File: src/hdl/pin_mux_pkg.sv
package pin_mux_pkg;

  // Pad set and select geometry
  localparam int NUM_PADS = 12;
  localparam int NUM_FN = 8;
  localparam int SEL_W = 3;
  localparam int PAD_W = 4;
  localparam int CLK_SRC_N = 4;
  localparam int CLK_SRC_W = 2;

  // Pad positions
  localparam int PAD_F2 = 0;
  localparam int PAD_F3 = 1;
  localparam int PAD_F4 = 2;
  localparam int PAD_F5 = 3;
  localparam int PAD_E0 = 4;
  localparam int PAD_E1 = 5;
  localparam int PAD_F1 = 6;
  localparam int PAD_F7 = 7;
  localparam int PAD_C13 = 8;
  localparam int PAD_TDO = 9;
  localparam int PAD_TMS = 10;
  localparam int PAD_TDI = 11;

  // Select codes; code zero is each pad's power-up function
  localparam logic [SEL_W-1:0] SEL_DEFAULT = 3'h0;
  localparam logic [SEL_W-1:0] SEL_ALT1 = 3'h1;
  localparam logic [SEL_W-1:0] SEL_ALT2 = 3'h2;
  localparam logic [SEL_W-1:0] SEL_ALT3 = 3'h3;
  localparam logic [SEL_W-1:0] SEL_ALT4 = 3'h4;

  typedef enum logic [3:0] {
    FC_NONE, FC_GPIO, FC_OUT, FC_IN, FC_BIDIR, FC_MISO, FC_MOSI, FC_SSEL,
    FC_CLOCK_OUTPUT_SELECT_REGISTER, FC_SCI_TX, FC_FAULT, FC_TDO, FC_TMS, FC_TDI
  } fn_class_t;

  typedef enum logic [3:0] {
    TAP_RESET, TAP_IDLE, TAP_SEL_DR, TAP_CAP_DR, TAP_SHIFT_DR, TAP_EXIT1_DR,
    TAP_PAUSE_DR, TAP_EXIT2_DR, TAP_UPD_DR, TAP_SEL_IR, TAP_CAP_IR,
    TAP_SHIFT_IR, TAP_EXIT1_IR, TAP_PAUSE_IR, TAP_EXIT2_IR, TAP_UPD_IR
  } tap_state_t;

  typedef struct packed {
    logic dout;
    logic oe;
  } pad_drive_t;

  typedef struct packed {
    logic tms;
    logic tdi;
    logic sample;
  } tap_bits_t;

  // Function class of a pad under a given select code
  function automatic fn_class_t fn_class(input int pad, input logic [SEL_W-1:0] sel);
    fn_class_t c;
    c = (sel == SEL_DEFAULT) ? FC_GPIO : FC_NONE;
    case (pad)
      PAD_F2: case (sel)
        SEL_ALT1: c = FC_BIDIR;
        SEL_ALT2: c = FC_OUT;
        SEL_ALT3: c = FC_MISO;
        default: c = c;
      endcase
      PAD_F3: case (sel)
        SEL_ALT1: c = FC_BIDIR;
        SEL_ALT2: c = FC_OUT;
        SEL_ALT3: c = FC_MOSI;
        default: c = c;
      endcase
      PAD_F4, PAD_F5: case (sel)
        SEL_ALT1: c = (pad == PAD_F4) ? FC_SCI_TX : FC_IN;
        SEL_ALT2: c = FC_OUT;
        SEL_ALT3: c = FC_BIDIR;
        SEL_ALT4: c = FC_FAULT;
        default: c = c;
      endcase
      PAD_E0, PAD_E1: c = (sel == SEL_ALT1) ? FC_BIDIR : c;
      PAD_F1: case (sel)
        SEL_ALT1: c = FC_CLOCK_OUTPUT_SELECT_REGISTER;
        SEL_ALT2: c = FC_IN;
        SEL_ALT3: c = FC_OUT;
        default: c = c;
      endcase
      PAD_F7: case (sel)
        SEL_ALT1: c = FC_BIDIR;
        SEL_ALT2: c = FC_OUT;
        SEL_ALT3: c = FC_SSEL;
        SEL_ALT4: c = FC_IN;
        default: c = c;
      endcase
      PAD_C13: case (sel)
        SEL_ALT1: c = FC_BIDIR;
        SEL_ALT2: c = FC_IN;
        SEL_ALT3: c = FC_OUT;
        default: c = c;
      endcase
      PAD_TDO: c = (sel == SEL_DEFAULT) ? FC_TDO : (sel == SEL_ALT1) ? FC_GPIO : FC_NONE;
      PAD_TMS: c = (sel == SEL_DEFAULT) ? FC_TMS : (sel == SEL_ALT1) ? FC_GPIO : FC_NONE;
      PAD_TDI: c = (sel == SEL_DEFAULT) ? FC_TDI : (sel == SEL_ALT1) ? FC_GPIO : FC_NONE;
      default: c = FC_NONE;
    endcase
    return c;
  endfunction : fn_class

  // Level a function's input sees while it is not selected
  function automatic logic idle_level(input fn_class_t c);
    return (c == FC_SSEL) || (c == FC_TMS) || (c == FC_TDI);
  endfunction : idle_level

  function automatic logic takes_input(input fn_class_t c);
    case (c)
      FC_IN, FC_BIDIR, FC_SCI_TX, FC_MISO, FC_MOSI: return 1'b1;
      FC_SSEL, FC_FAULT, FC_TMS, FC_TDI: return 1'b1;
      default: return 1'b0;
    endcase
  endfunction : takes_input

endpackage : pin_mux_pkg

File: src/hdl/pin_function_mux.sv
`timescale 1ns/1ps
// Functional notes
// RQ1: After reset every port pad is general-purpose I/O until software reselects it.
// RQ2: Each general-purpose pad has its own direction bit.
// RQ3: TDO, TMS and TDI pads default to debug; each may become port D I/O.
// RQ4: TDO floats outside Shift-IR/DR; when driven it changes on falling TCK.
// RQ5: TMS is sampled on rising TCK to step the TAP; pad pulled up.
// RQ6: TDI is sampled on rising TCK as debug serial input; pad pulled up.
// RQ7: MISO floats when slave and deselected; input as master, output as slave.
// RQ8: MOSI is output as master and input as slave.
// RQ9: An external master asserts slave select to address this slave.
// RQ10: Clock-out pad drives a buffered clock picked by the source field.
// RQ11: Serial transmit pad works as plain output or single-wire shared line.
// RQ12: PWM pad function is bidirectional: output or input capture.
// RQ13: One select per pad; only selected function reaches pad; others see idle.
// RQ14: PWM fault function forwards pad level and never drives the pad.
module pin_function_mux
  import pin_mux_pkg::*;
(
  // Clock and reset
  input wire logic clk,
  input wire logic nrst,
  // Multiplexer select writes
  input wire logic sel_we,
  input wire logic [PAD_W-1:0] sel_pad,
  input wire logic [SEL_W-1:0] sel_val,
  // Port general-purpose I/O
  input wire logic [NUM_PADS-1:0] gpio_dout,
  input wire logic [NUM_PADS-1:0] gpio_dir,
  output logic [NUM_PADS-1:0] gpio_din,
  // Peripheral functions
  input wire logic [NUM_PADS-1:0][NUM_FN-1:0] periph_dout,
  input wire logic [NUM_PADS-1:0][NUM_FN-1:0] periph_oe,
  output logic [NUM_PADS-1:0][NUM_FN-1:0] periph_din,
  input wire logic serial_peripheral_port_1_master,
  input wire logic serial_comm_port_1_single_wire,
  input wire logic [CLK_SRC_W-1:0] clock_out_source_field,
  input wire logic [CLK_SRC_N-1:0] clk_src,
  // Debug port
  input wire logic tck_pin,
  input wire logic tdo_data,
  output logic tap_shift,
  output tap_bits_t tap_bits,
  // Pads
  input wire logic [NUM_PADS-1:0] pad_in,
  output logic [NUM_PADS-1:0] pad_out,
  output logic [NUM_PADS-1:0] pad_oe,
  output logic [NUM_PADS-1:0] pad_pull_up
);

  logic rst_s1_r, rst_n_r;
  logic [NUM_PADS-1:0] pin_s1_r, pin_s2_r;
  logic [NUM_PADS-1:0][SEL_W-1:0] sel_r;
  logic ss_sel, tms_tap, tdi_tap;
  logic tck_rise, tck_fall;
  logic tdo_r, tdo_oe_r;
  logic we_seen_r;

  always_ff @(posedge clk or negedge nrst) begin
    if (!nrst) begin
      rst_s1_r <= 1'b0;
      rst_n_r <= 1'b0;
    end else begin
      rst_s1_r <= 1'b1;
      rst_n_r <= rst_s1_r;
    end
  end

  // Pad levels come from the board: two flops before use
  always_ff @(posedge clk or negedge rst_n_r) begin
    if (!rst_n_r) begin
      pin_s1_r <= '1;
      pin_s2_r <= '1;
    end else begin
      pin_s1_r <= pad_in;
      pin_s2_r <= pin_s1_r;
    end
  end

  // Every pad powers up on code zero: port I/O, or debug on the JTAG pads
  always_ff @(posedge clk or negedge rst_n_r) begin
    if (!rst_n_r) begin
      sel_r <= {NUM_PADS{SEL_DEFAULT}}; // [RQ1] [RQ3]
    end else if (sel_we && sel_pad < PAD_W'(NUM_PADS)) begin
      sel_r[sel_pad] <= sel_val; // [RQ13]
    end
  end

  always_ff @(posedge clk or negedge rst_n_r) begin
    if (!rst_n_r) begin
      we_seen_r <= 1'b0;
    end else if (sel_we) begin
      we_seen_r <= 1'b1;
    end
  end

  // Slave select is active low; deselected when not muxed in
  assign ss_sel = (fn_class(PAD_F7, sel_r[PAD_F7]) == FC_SSEL) && !pin_s2_r[PAD_F7];

  // Reassigned debug pads present the pulled-up idle level to the TAP
  assign tms_tap = (sel_r[PAD_TMS] == SEL_DEFAULT) ? pin_s2_r[PAD_TMS] : 1'b1;
  assign tdi_tap = (sel_r[PAD_TDI] == SEL_DEFAULT) ? pin_s2_r[PAD_TDI] : 1'b1;

  tap_tracker u_tap (
    .clk(clk),
    .rst_n(rst_n_r),
    .tck_pin(tck_pin),
    .tms(tms_tap),
    .tck_rise(tck_rise),
    .tck_fall(tck_fall),
    .shift(tap_shift)
  );

  always_ff @(posedge clk or negedge rst_n_r) begin
    if (!rst_n_r) begin
      tap_bits <= '{tms: 1'b1, tdi: 1'b1, sample: 1'b0};
    end else begin
      tap_bits.sample <= tck_rise;
      if (tck_rise) begin
        tap_bits.tms <= tms_tap; // [RQ5]
        tap_bits.tdi <= tdi_tap; // [RQ6]
      end
    end
  end

  // Test data out moves only on falling debug clock
  always_ff @(posedge clk or negedge rst_n_r) begin
    if (!rst_n_r) begin
      tdo_r <= 1'b0;
      tdo_oe_r <= 1'b0;
    end else if (tck_fall) begin
      tdo_r <= tdo_data; // [RQ4]
      tdo_oe_r <= tap_shift; // [RQ4]
    end
  end

  for (genvar i = 0; i < NUM_PADS; i++) begin : g_pad
    localparam logic PULL_RST = (i == PAD_TMS) || (i == PAD_TDI);
    fn_class_t cls;
    pad_drive_t drv_nxt;

    assign cls = fn_class(i, sel_r[i]);

    always_comb begin
      drv_nxt = '{dout: periph_dout[i][sel_r[i]], oe: 1'b0};
      case (cls)
        FC_GPIO: drv_nxt = '{dout: gpio_dout[i], oe: gpio_dir[i]}; // [RQ2]
        FC_OUT: drv_nxt.oe = 1'b1; // [RQ13]
        FC_BIDIR: drv_nxt.oe = periph_oe[i][sel_r[i]]; // [RQ12]
        FC_SCI_TX: drv_nxt.oe = serial_comm_port_1_single_wire ? periph_oe[i][sel_r[i]] : 1'b1; // [RQ11]
        FC_MISO: drv_nxt.oe = !serial_peripheral_port_1_master && ss_sel; // [RQ7]
        FC_MOSI: drv_nxt.oe = serial_peripheral_port_1_master; // [RQ8]
        FC_CLOCK_OUTPUT_SELECT_REGISTER: drv_nxt = '{dout: clk_src[clock_out_source_field], oe: 1'b1}; // [RQ10]
        FC_TDO: drv_nxt = '{dout: tdo_r, oe: tdo_oe_r}; // [RQ4]
        default: drv_nxt.oe = 1'b0; // [RQ14]
      endcase
    end

    always_ff @(posedge clk or negedge rst_n_r) begin
      if (!rst_n_r) begin
        pad_out[i] <= 1'b0;
        pad_oe[i] <= 1'b0;
        pad_pull_up[i] <= PULL_RST;
        gpio_din[i] <= 1'b0;
      end else begin
        pad_out[i] <= drv_nxt.dout;
        pad_oe[i] <= drv_nxt.oe;
        pad_pull_up[i] <= (cls == FC_TMS) || (cls == FC_TDI); // [RQ5] [RQ6]
        gpio_din[i] <= (cls == FC_GPIO) ? pin_s2_r[i] : 1'b0;
      end
    end

    for (genvar f = 0; f < NUM_FN; f++) begin : g_fn
      localparam logic IDLE = idle_level(fn_class(i, SEL_W'(f)));
      always_ff @(posedge clk or negedge rst_n_r) begin
        if (!rst_n_r) begin
          periph_din[i][f] <= IDLE;
        end else if (sel_r[i] == SEL_W'(f) && takes_input(cls)) begin
          periph_din[i][f] <= pin_s2_r[i]; // [RQ14]
        end else begin
          periph_din[i][f] <= IDLE; // [RQ13]
        end
      end
    end
  end
endmodule : pin_function_mux

File: src/hdl/tap_tracker.sv
`timescale 1ns/1ps
module tap_tracker
  import pin_mux_pkg::*;
(
  // Clock and reset
  input wire logic clk,
  input wire logic rst_n,
  // Debug clock pin and mode select
  input wire logic tck_pin,
  input wire logic tms,
  // Edge pulses and state
  output logic tck_rise,
  output logic tck_fall,
  output logic shift
);

  logic tck_s1_r, tck_s2_r, tck_s3_r;
  tap_state_t state_r;

  function automatic tap_state_t tap_next(input tap_state_t s, input logic m);
    case (s)
      TAP_RESET: return m ? TAP_RESET : TAP_IDLE;
      TAP_IDLE: return m ? TAP_SEL_DR : TAP_IDLE;
      TAP_SEL_DR: return m ? TAP_SEL_IR : TAP_CAP_DR;
      TAP_CAP_DR: return m ? TAP_EXIT1_DR : TAP_SHIFT_DR;
      TAP_SHIFT_DR: return m ? TAP_EXIT1_DR : TAP_SHIFT_DR;
      TAP_EXIT1_DR: return m ? TAP_UPD_DR : TAP_PAUSE_DR;
      TAP_PAUSE_DR: return m ? TAP_EXIT2_DR : TAP_PAUSE_DR;
      TAP_EXIT2_DR: return m ? TAP_UPD_DR : TAP_SHIFT_DR;
      TAP_UPD_DR: return m ? TAP_SEL_DR : TAP_IDLE;
      TAP_SEL_IR: return m ? TAP_RESET : TAP_CAP_IR;
      TAP_CAP_IR: return m ? TAP_EXIT1_IR : TAP_SHIFT_IR;
      TAP_SHIFT_IR: return m ? TAP_EXIT1_IR : TAP_SHIFT_IR;
      TAP_EXIT1_IR: return m ? TAP_UPD_IR : TAP_PAUSE_IR;
      TAP_PAUSE_IR: return m ? TAP_EXIT2_IR : TAP_PAUSE_IR;
      TAP_EXIT2_IR: return m ? TAP_UPD_IR : TAP_SHIFT_IR;
      TAP_UPD_IR: return m ? TAP_SEL_DR : TAP_IDLE;
      default: return TAP_RESET;
    endcase
  endfunction : tap_next

  // Debug clock is foreign to clk: two flops, then an edge stage
  always_ff @(posedge clk or negedge rst_n) begin
    if (!rst_n) begin
      tck_s1_r <= 1'b0;
      tck_s2_r <= 1'b0;
      tck_s3_r <= 1'b0;
    end else begin
      tck_s1_r <= tck_pin;
      tck_s2_r <= tck_s1_r;
      tck_s3_r <= tck_s2_r;
    end
  end

  assign tck_rise = tck_s2_r && !tck_s3_r;
  assign tck_fall = !tck_s2_r && tck_s3_r;

  always_ff @(posedge clk or negedge rst_n) begin
    if (!rst_n) begin
      state_r <= TAP_RESET;
    end else if (tck_rise) begin
      state_r <= tap_next(state_r, tms); // [RQ5]
    end
  end

  always_ff @(posedge clk or negedge rst_n) begin
    if (!rst_n) begin
      shift <= 1'b0;
    end else begin
      shift <= (state_r == TAP_SHIFT_DR) || (state_r == TAP_SHIFT_IR);
    end
  end
endmodule : tap_tracker
File: config.mk
export PLATFORM = sky130hd
export DESIGN_NAME = pin_function_mux
export DESIGN_NICKNAME = d
export VERILOG_FILES = /design/src/hdl/pin_mux_pkg.sv /design/src/hdl/pin_function_mux.sv /design/src/hdl/tap_tracker.sv
export SDC_FILE = /design/constraint.sdc
export NUM_CORES = 1
export LEC_CHECK = 0
export ABC_CLOCK_PERIOD_IN_PS = 6800
export BUFFER_PORTS_ARGS = -buffer_cell sky130_fd_sc_hd__clkbuf_2
export CORE_AREA = 2 2 152 154
export DETAILED_ROUTE_END_ITERATION = 7
export DIE_AREA = 0 0 154 156
export GPL_ROUTABILITY_DRIVEN = 1
export PLACE_DENSITY = 0.73
export REMOVE_ABC_BUFFERS = 1
export SETUP_SLACK_MARGIN = 0.2
export SYNTH_ARGS = -nofsm -noshare
export SYNTH_HDL_FRONTEND = slang
export SYNTH_HIERARCHICAL = 1
export SYNTH_SLANG_ARGS = --single-unit
File: constraint.sdc
create_clock -name clk -period 6.8 [get_ports clk]
set_input_delay 0.68 -clock clk [delete_from_list [all_inputs] [get_ports clk]]
set_output_delay 0.68 -clock clk [all_outputs]
set_load 0.1 [all_outputs]
==> results.sh, run 1 <==
export IMPL_status="finished clean"
export IMPL_cts_path_max_buffers=3
export IMPL_worstSkewPairLatency_ns=0.50
export IMPL_yosys_warnings=6
export IMPL_cts_tree="yes"
export IMPL_async_flop_share_pct=100
export IMPL_worst_slew_pin_slew_ns=0.965
export IMPL_worstHoldPathType="in -> reg"
export IMPL_setup_tns_ns=0
export IMPL_critPathTopFamily="flip-flops"
export IMPL_diodes=0
export IMPL_cap_viol_max_count=0
export IMPL_cp_required_ns=6.12
export IMPL_drt_iter0_drc=144
export IMPL_slew_viol_final=0
export IMPL_postCtsSetupBuffers=0
export IMPL_power_w=0.00427
export IMPL_fin_crit_sh_pct=31.9
export IMPL_worst_ep_arrival_time_ns=1.49
export IMPL_antenna_found_initial=1
export IMPL_vias=5520
export IMPL_place_inst=1154
export IMPL_drtAntennaViolNets=0
export IMPL_rows=55
export IMPL_slew_headroom_pct=35.6
export IMPL_grt_pass1_wl_microns=30300
export IMPL_die_area_sq_mm=0.0240
export IMPL_stdcell_count=1195
export IMPL_numPortBuffers=296
export IMPL_drc=0
export IMPL_area_delta_synth_final_pct=34.2
export IMPL_clock_sinks=211
export IMPL_synth_area_sq_mm=0.00799
export IMPL_fin_util_pct=47.9
export IMPL_initial_core_util_pct=35.7
export IMPL_cts_resized=0
export IMPL_max_stage_delay_ns=0.53
export IMPL_first_pass_iters=4
export IMPL_overflow=0
export IMPL_drive_gt1_share_pct=49.2
export IMPL_core_sq_mm=0.0224
export IMPL_irDropWorstVdd_v=0.000216
export IMPL_ctsRootBufferMaster="clkbuf_16"
export IMPL_die_h_microns=156
export IMPL_slowest_stage="dfstp_2"
export IMPL_cp_end_kind="output pin"
export IMPL_finalHoldViolCount=0
export IMPL_critical_path_buf_inv_count=1
export IMPL_ioPinCount=396
export IMPL_powerDensity_mw_per_mm2=398
export IMPL_grt_pass1_vias=5769
export IMPL_synth_edf_count=0
export IMPL_max_freq_mhz=461
export IMPL_synthesis_instances=530
export IMPL_grt_use_total_pct=16.0
export IMPL_yosysSeqAreaShare_pct=66.6
export IMPL_path_max_fanout=2
export IMPL_path_clk_slew_ns=0.06
export IMPL_routedWlPerCell_microns=16.1
export IMPL_post_place_ws_ns=4.72
export IMPL_setup_violations_final=0
export IMPL_ys_ff_latch=211
export IMPL_place_congestion=0.781
export IMPL_clock_skew_final_ns=0.00788
export IMPL_cts_htree_levels=1
export IMPL_p_leak_nw=5.31
export IMPL_path_class="reg -> out"
export IMPL_grt_max_degree=81
export IMPL_ys_flop_type="dfrtp_1"
export IMPL_hpwl_microns=14500
export IMPL_fin_crit_ns=2.17
export IMPL_syn_area_per_cell_sq_um=15.1
export IMPL_routed_wl_microns=19200
export IMPL_yosysUniqueCellTypes=57
export IMPL_die_w_microns=154
export IMPL_critPathLaunchType="flop"
export IMPL_fin_ws_ns=4.63
export IMPL_numCtsBuffers=22
export IMPL_rsz0062_at_grt="no"
export IMPL_drt_vias_per_instance=4.62
export IMPL_fin_nets=1150
export IMPL_path_cells="clkbuf_2"
==> worst reg2reg max path: cells and delay by family, from the launching register on <==
family                   cells  cell delay, ns
AO/OA/AOI/OAI                2            0.29
AND/OR/NAND/NOR              2            0.43
XOR/XNOR                     1            0.13
buffers and inverters        1            0.07
adder cells (fa/ha/maj)      1            0.23
flip-flops                   1            0.85
==> layout make-up <==
class	instances	area [sq um]
Clock buffer	29	618
Clock inverter	11	166
Fill cell	2036	11600
Inverter	10	37.5
Multi-Input combinational cell	350	2720
Sequential cell	211	5320
Tap cell	285	357
Timing Repair Buffer	299	1510
==> placed cells by master (no fill, tap or decap), types with 6 or more instances in the layout <==
cell         n
nor2_1      31
ha_1         8
nor2b_1      7
dfstp_2     31
nand3_1      8
o21ai_0      6
clkbuf_16   23
nor3_1      17
a21oi_1     12
conb_1      75
nand2_1     18
clkbuf_2   296
nor3b_1      7
and3_1       8
mux2i_1      6
inv_1        9
mux4_2      24
nor4bb_1     6
dfrtp_1    179
nand2b_1    13
mux2_2      50
==> what timing repair did <==
item                                    CTS  global route
endpoints found under the hold margin     2             0
endpoints found under the setup margin    0             0
hold buffers                              1             0
==> metal layers <==
metal  GRT usage, %  up-vias  wire, microns
met5              0        -             13
li1               -     2526              -
met3           5.36       32           1750
met2           27.4      246           9300
met4           4.23        2            512
met1           19.5     2714           7660
==> power by group <==
part / internal, W / leakage, nW / switching (W) / total, W
clock network: 0.000794 / 0.375 / 0.000488 / 0.00128
registers: 0.00144 / 2.55 / 0.000197 / 0.00163
logic: 0.000343 / 2.38 / 0.00101 / 0.00136
total: 0.00257 / 5.31 / 0.00170 / 0.00427
==> state kept, by name, summed over array words and instances, names as in the netlist <==
signal,cells
gpio_din,12
pad_oe,12
pad_out,12
pad_pull_up,4
periph_din,96
pin_s1_r,12
pin_s2_r,12
rst_n_r,1
rst_s1_r,1
sel_r,36
tap_bits,3
tdo_oe_r,1
tdo_r,1
u_tap/shift,1
u_tap/state_r,4
u_tap/tck_s1_r,1
u_tap/tck_s2_r,1
u_tap/tck_s3_r,1
==> kinds of logic (layout without fill, tap and decap cells) <==
family	count (synthesis)	after routing	share of synthesized area [%]
flip-flops	211	211	66.6
AND/OR/NAND/NOR	137	137	9.79
multiplexers	83	83	15.2
AO/OA/AOI/OAI	45	45	3.98
buffers and inverters	42	349	2.88
adder cells (fa/ha/maj)	8	8	1.25
other	2	75	0.0940
XOR/XNOR	2	2	0.219
==> cell usage after synthesis, types with 3 or more instances <==
master | instances | area (sq um)
dfrtp_1 | 180 | 4500
mux2_2 | 50 | 563
dfstp_2 | 31 | 815
nor2_1 | 31 | 116
mux4_2 | 24 | 541
nand2_1 | 18 | 67.6
nor3_1 | 17 | 85.1
clkbuf_1 | 14 | 52.6
nand2b_1 | 13 | 81.3
a21oi_1 | 12 | 60.1
buf_4 | 10 | 75.1
inv_1 | 9 | 33.8
and3_1 | 8 | 50.1
ha_1 | 8 | 100
nand3_1 | 8 | 40.0
nor2b_1 | 7 | 43.8
nor3b_1 | 7 | 52.6
mux2i_1 | 6 | 60.1
nor4bb_1 | 6 | 60.1
o21ai_0 | 6 | 30.0
buf_2 | 4 | 20.0
buf_6 | 4 | 45.0
nand3b_1 | 4 | 30.0
nor4b_1 | 4 | 35.0
o211ai_1 | 3 | 22.5
o22ai_1 | 3 | 18.8
==> worst paths after layout <==
kind | from | end | slack, ns | cells after the start
min in group asynchronous | rst_n_r | u_tap/state_r[2] | 0.50 | 0
max | tap_bits[2] | tap_bits[2] | 4.63 | 1
max reg2reg | sel_r[7] | pad_out[2] | 4.72 | 7
min reg2reg | u_tap/tck_s1_r | u_tap/tck_s2_r | 0.35 | 0
max in group asynchronous | rst_n_r | sel_r[0] | 4.87 | 1
min | pad_in[1] | pin_s1_r[1] | 0.26 | 1
==> per-stage QoR <==
stage | hold WS [ns] | instance area (sq um)
global route | 0.235 | 10700
CTS | 0.234 | 10700
finish | 0.259 | 10700
detailed placement | 0.337 | 9930
global placement | 0.337 | 9930
floorplan | 0.331 | 8070
(Power assumes the default switching activity.)
==> inputs of run 2 (changes only) <==
--- a/config.mk
+++ b/config.mk
@@ -5,11 +5,11 @@
 export SDC_FILE = /design/constraint.sdc
 export NUM_CORES = 1
 export LEC_CHECK = 0
-export ABC_CLOCK_PERIOD_IN_PS = 6800
+export ABC_CLOCK_PERIOD_IN_PS = 1800
 export BUFFER_PORTS_ARGS = -buffer_cell sky130_fd_sc_hd__clkbuf_2
-export CORE_AREA = 2 2 152 154
+export CORE_AREA = 2 2 156 158
 export DETAILED_ROUTE_END_ITERATION = 7
-export DIE_AREA = 0 0 154 156
+export DIE_AREA = 0 0 158 160
 export GPL_ROUTABILITY_DRIVEN = 1
 export PLACE_DENSITY = 0.73
 export REMOVE_ABC_BUFFERS = 1
==> constraint.sdc (replaced) <==
create_clock -name clk -period 1.8 [get_ports clk]
set_input_delay 0.18 -clock clk [delete_from_list [all_inputs] [get_ports clk]]
set_output_delay 0.18 -clock clk [all_outputs]
set_load 0.1 [all_outputs]
==> run 2 against run 1 <==
Power grew to 3.8 times the previous value. First-iteration DRC count grew 15%. Critical path depth grew 5. Sequential cell count is the same. Cell area grew 7.2%. Die area grew 5.2%. Worst setup slack lost 4.5 ns. Clock skew grew 0.0054 ns. Combinational power grew to 4.2 times the previous value. Sequential power grew to 3.7 times the previous value. Largest power group unchanged.
==> results.sh, run 2 (synthesis gave the netlist of run 1 again) <==
export IMPL_m1WireLength_microns=7830
export IMPL_rows=57
export IMPL_setup_violations_final=0
export IMPL_slowest_stage="dfrtp_2"
export IMPL_ctsRootBufferMaster="clkbuf_16"
export IMPL_drt_vias_per_instance=4.43
export IMPL_cts_tree="yes"
export IMPL_layout_cells_most_common_list="clkbuf_2, dfrtp_1, conb_1"
export IMPL_worstSkewPairLatency_ns=0.51
export IMPL_die_h_microns=160
export IMPL_path_max_fanout=4
export IMPL_irDropWorstVdd_v=0.000818
export IMPL_initial_core_util_pct=33.5
export IMPL_vias=5758
export IMPL_max_freq_mhz=600
export IMPL_max_stage_delay_ns=0.44
export IMPL_cp_end_kind="flop"
export IMPL_routedWlPerCell_microns=15.8
export IMPL_path_class="reg -> reg"
export IMPL_p_leak_nw=5.64
export IMPL_fin_crit_ns=1.67
export IMPL_fin_util_pct=48.2
export IMPL_wl_met3_microns=2150
export IMPL_top_regs="periph_din (96), sel_r (36)"
export IMPL_slew_headroom_pct=61.5
export IMPL_multi_input_area_sq_mm=0.00281
export IMPL_largest_reg_flops=96
export IMPL_slew_viol_final=0
export IMPL_rsz0062_at_grt="yes"
export IMPL_cp_required_ns=2.19
export IMPL_grt_use_total_pct=16.0
export IMPL_diodes=0
export IMPL_numPortBuffers=296
export IMPL_first_pass_iters=4
export IMPL_final_common_cell="clkbuf_2"
export IMPL_clock_skew_final_ns=0.0133
export IMPL_largest_register="periph_din"
export IMPL_fin_ws_ns=0.135
export IMPL_cts_path_max_buffers=3
export IMPL_routed_wl_microns=20500
export IMPL_numCtsBuffers=23
export IMPL_worst_slew_pin_slew_ns=0.581
export IMPL_fill_cells=2149
export IMPL_fin_nets=1217
export IMPL_clock_sinks=211
export IMPL_core_sq_mm=0.0238
export IMPL_critPathTopFamily="compound AO/OA/AOI/OAI gates"
export IMPL_ioPinCount=396
export IMPL_drt_iter0_drc=165
export IMPL_fin_crit_sh_pct=92.5
export IMPL_path_clk_slew_ns=0.06
export IMPL_finalHoldViolCount=0
export IMPL_overflow=0
export IMPL_grt_pass1_vias=6150
export IMPL_regArea_sq_mm=0.00533
export IMPL_route_met2_wl_microns=9980
export IMPL_worst_ep_arrival_time_ns=2.05
export IMPL_drc=0
export IMPL_powerDensity_mw_per_mm2=1420
export IMPL_critPathLaunchType="flop"
export IMPL_die_area_sq_mm=0.0253
export IMPL_drtAntennaViolNets=0
export IMPL_worstHoldPathType="in -> reg"
export IMPL_area_delta_synth_final_pct=43.8
export IMPL_critical_path_buf_inv_count=0
export IMPL_top_layer_used="met5"
export IMPL_post_place_ws_ns=0.0599
export IMPL_cap_viol_max_count=0
export IMPL_place_congestion=0.837
export IMPL_antenna_found_initial=2
export IMPL_grt_max_degree=68
export IMPL_die_w_microns=158
export IMPL_cts_htree_levels=1
export IMPL_grt_pass1_wl_microns=31600
export IMPL_path_cells="xor2_1 -> nand2b_1 -> ha_2 -> o211a_1 -> a21oi_1 -> a221o_1"
export IMPL_hpwl_microns=15300
export IMPL_drive_gt1_share_pct=51.1
export IMPL_status="finished clean"
==> run 2: cell count changes in the layout (fill, tap and decap cells not counted), moves of 3 or more <==
cell           change
a21oi_1            -3
dfrtp_2            +4
ha_1               -3
dfrtp_1            -4
buf_4             +27
buf_12             +6
clkbuf_1           +6
clkinvlp_4         -3
clkbuf_2           -7
dlygate4sd3_1     +33
clkbuf_4           +6
a21oi_2            +3
==> run 2: routing by layer <==
| layer | GRT usage [%] | up-vias |
|---|---|---|
| met2 | 27.7 | 263 |
| met5 | 0 | - |
| li1 | - | 2665 |
| met4 | 5.08 | 4 |
| met1 | 18.4 | 2782 |
| met3 | 5.94 | 44 |
==> run 2: cell type report <==
cell class | instances | area share [%]
timing repair buffer | 365 | 19.0
sequential | 211 | 46.4
tap | 324 | 3.53
clock buffer | 36 | 5.70
inverter | 10 | 0.327
clock inverter | 5 | 0.686
multi-input combinational | 350 | 24.4
==> run 2: per-stage QoR <==
step	total power [W]	area (sq um)	setup TNS [ns]	std cells	hold slack [ns]
floorplan	0.0103	8070	-880.18	571	-0.116
global placement	0.0115	10300	0	1221	-0.0314
detailed placement	0.0116	10300	0	1221	-0.0296
CTS	0.0164	11400	0	1298	0.00270
global route	0.0171	11500	0	1301	0.0457
finish	0.0163	11500	0	1301	0.0363
==> run 2: repair_timing <==
item                                    in CTS  in global routing
setup buffers                                2                  3
hold buffers                                34                  0
endpoints found under the setup margin      13                 14
hold endpoints to repair                    29                  0
pin swaps                                    6                  8
resized for setup                           20                 18
==> run 2: report_power, final <==
| group | switching [W] | internal, W | total [W] | leakage (nW) |
|---|---|---|---|---|
| Clock | 0.00180 | 0.00277 | 0.00457 | 0.357 |
| Sequential | 0.000630 | 0.00544 | 0.00607 | 2.55 |
| Combinational | 0.00409 | 0.00161 | 0.00570 | 2.73 |
| Total | 0.00651 | 0.00982 | 0.0163 | 5.64 |
==> run 2: tightest hold or removal path, delay by kind of cell <==
kind	cells	cell delay [ns]
AO/OA/AOI/OAI	2	0.23
buffers and inverters	1	0.08
==> run 2: worst paths after layout <==
check / end / slack [ns] / startpoint / cells past startpoint
max: pad_out[2] / 0.13 / sel_r[7] / 6
max in group asynchronous: pin_s1_r[3] / 0.87 / rst_n_r / 2
max reg2reg: pad_out[2] / 0.13 / sel_r[7] / 6
min: pad_oe[2] / 0.04 / gpio_dir[2] / 3
min reg2reg: u_tap/state_r[1] / 0.23 / rst_n_r / 0
min in group asynchronous: u_tap/state_r[1] / 0.23 / rst_n_r / 0
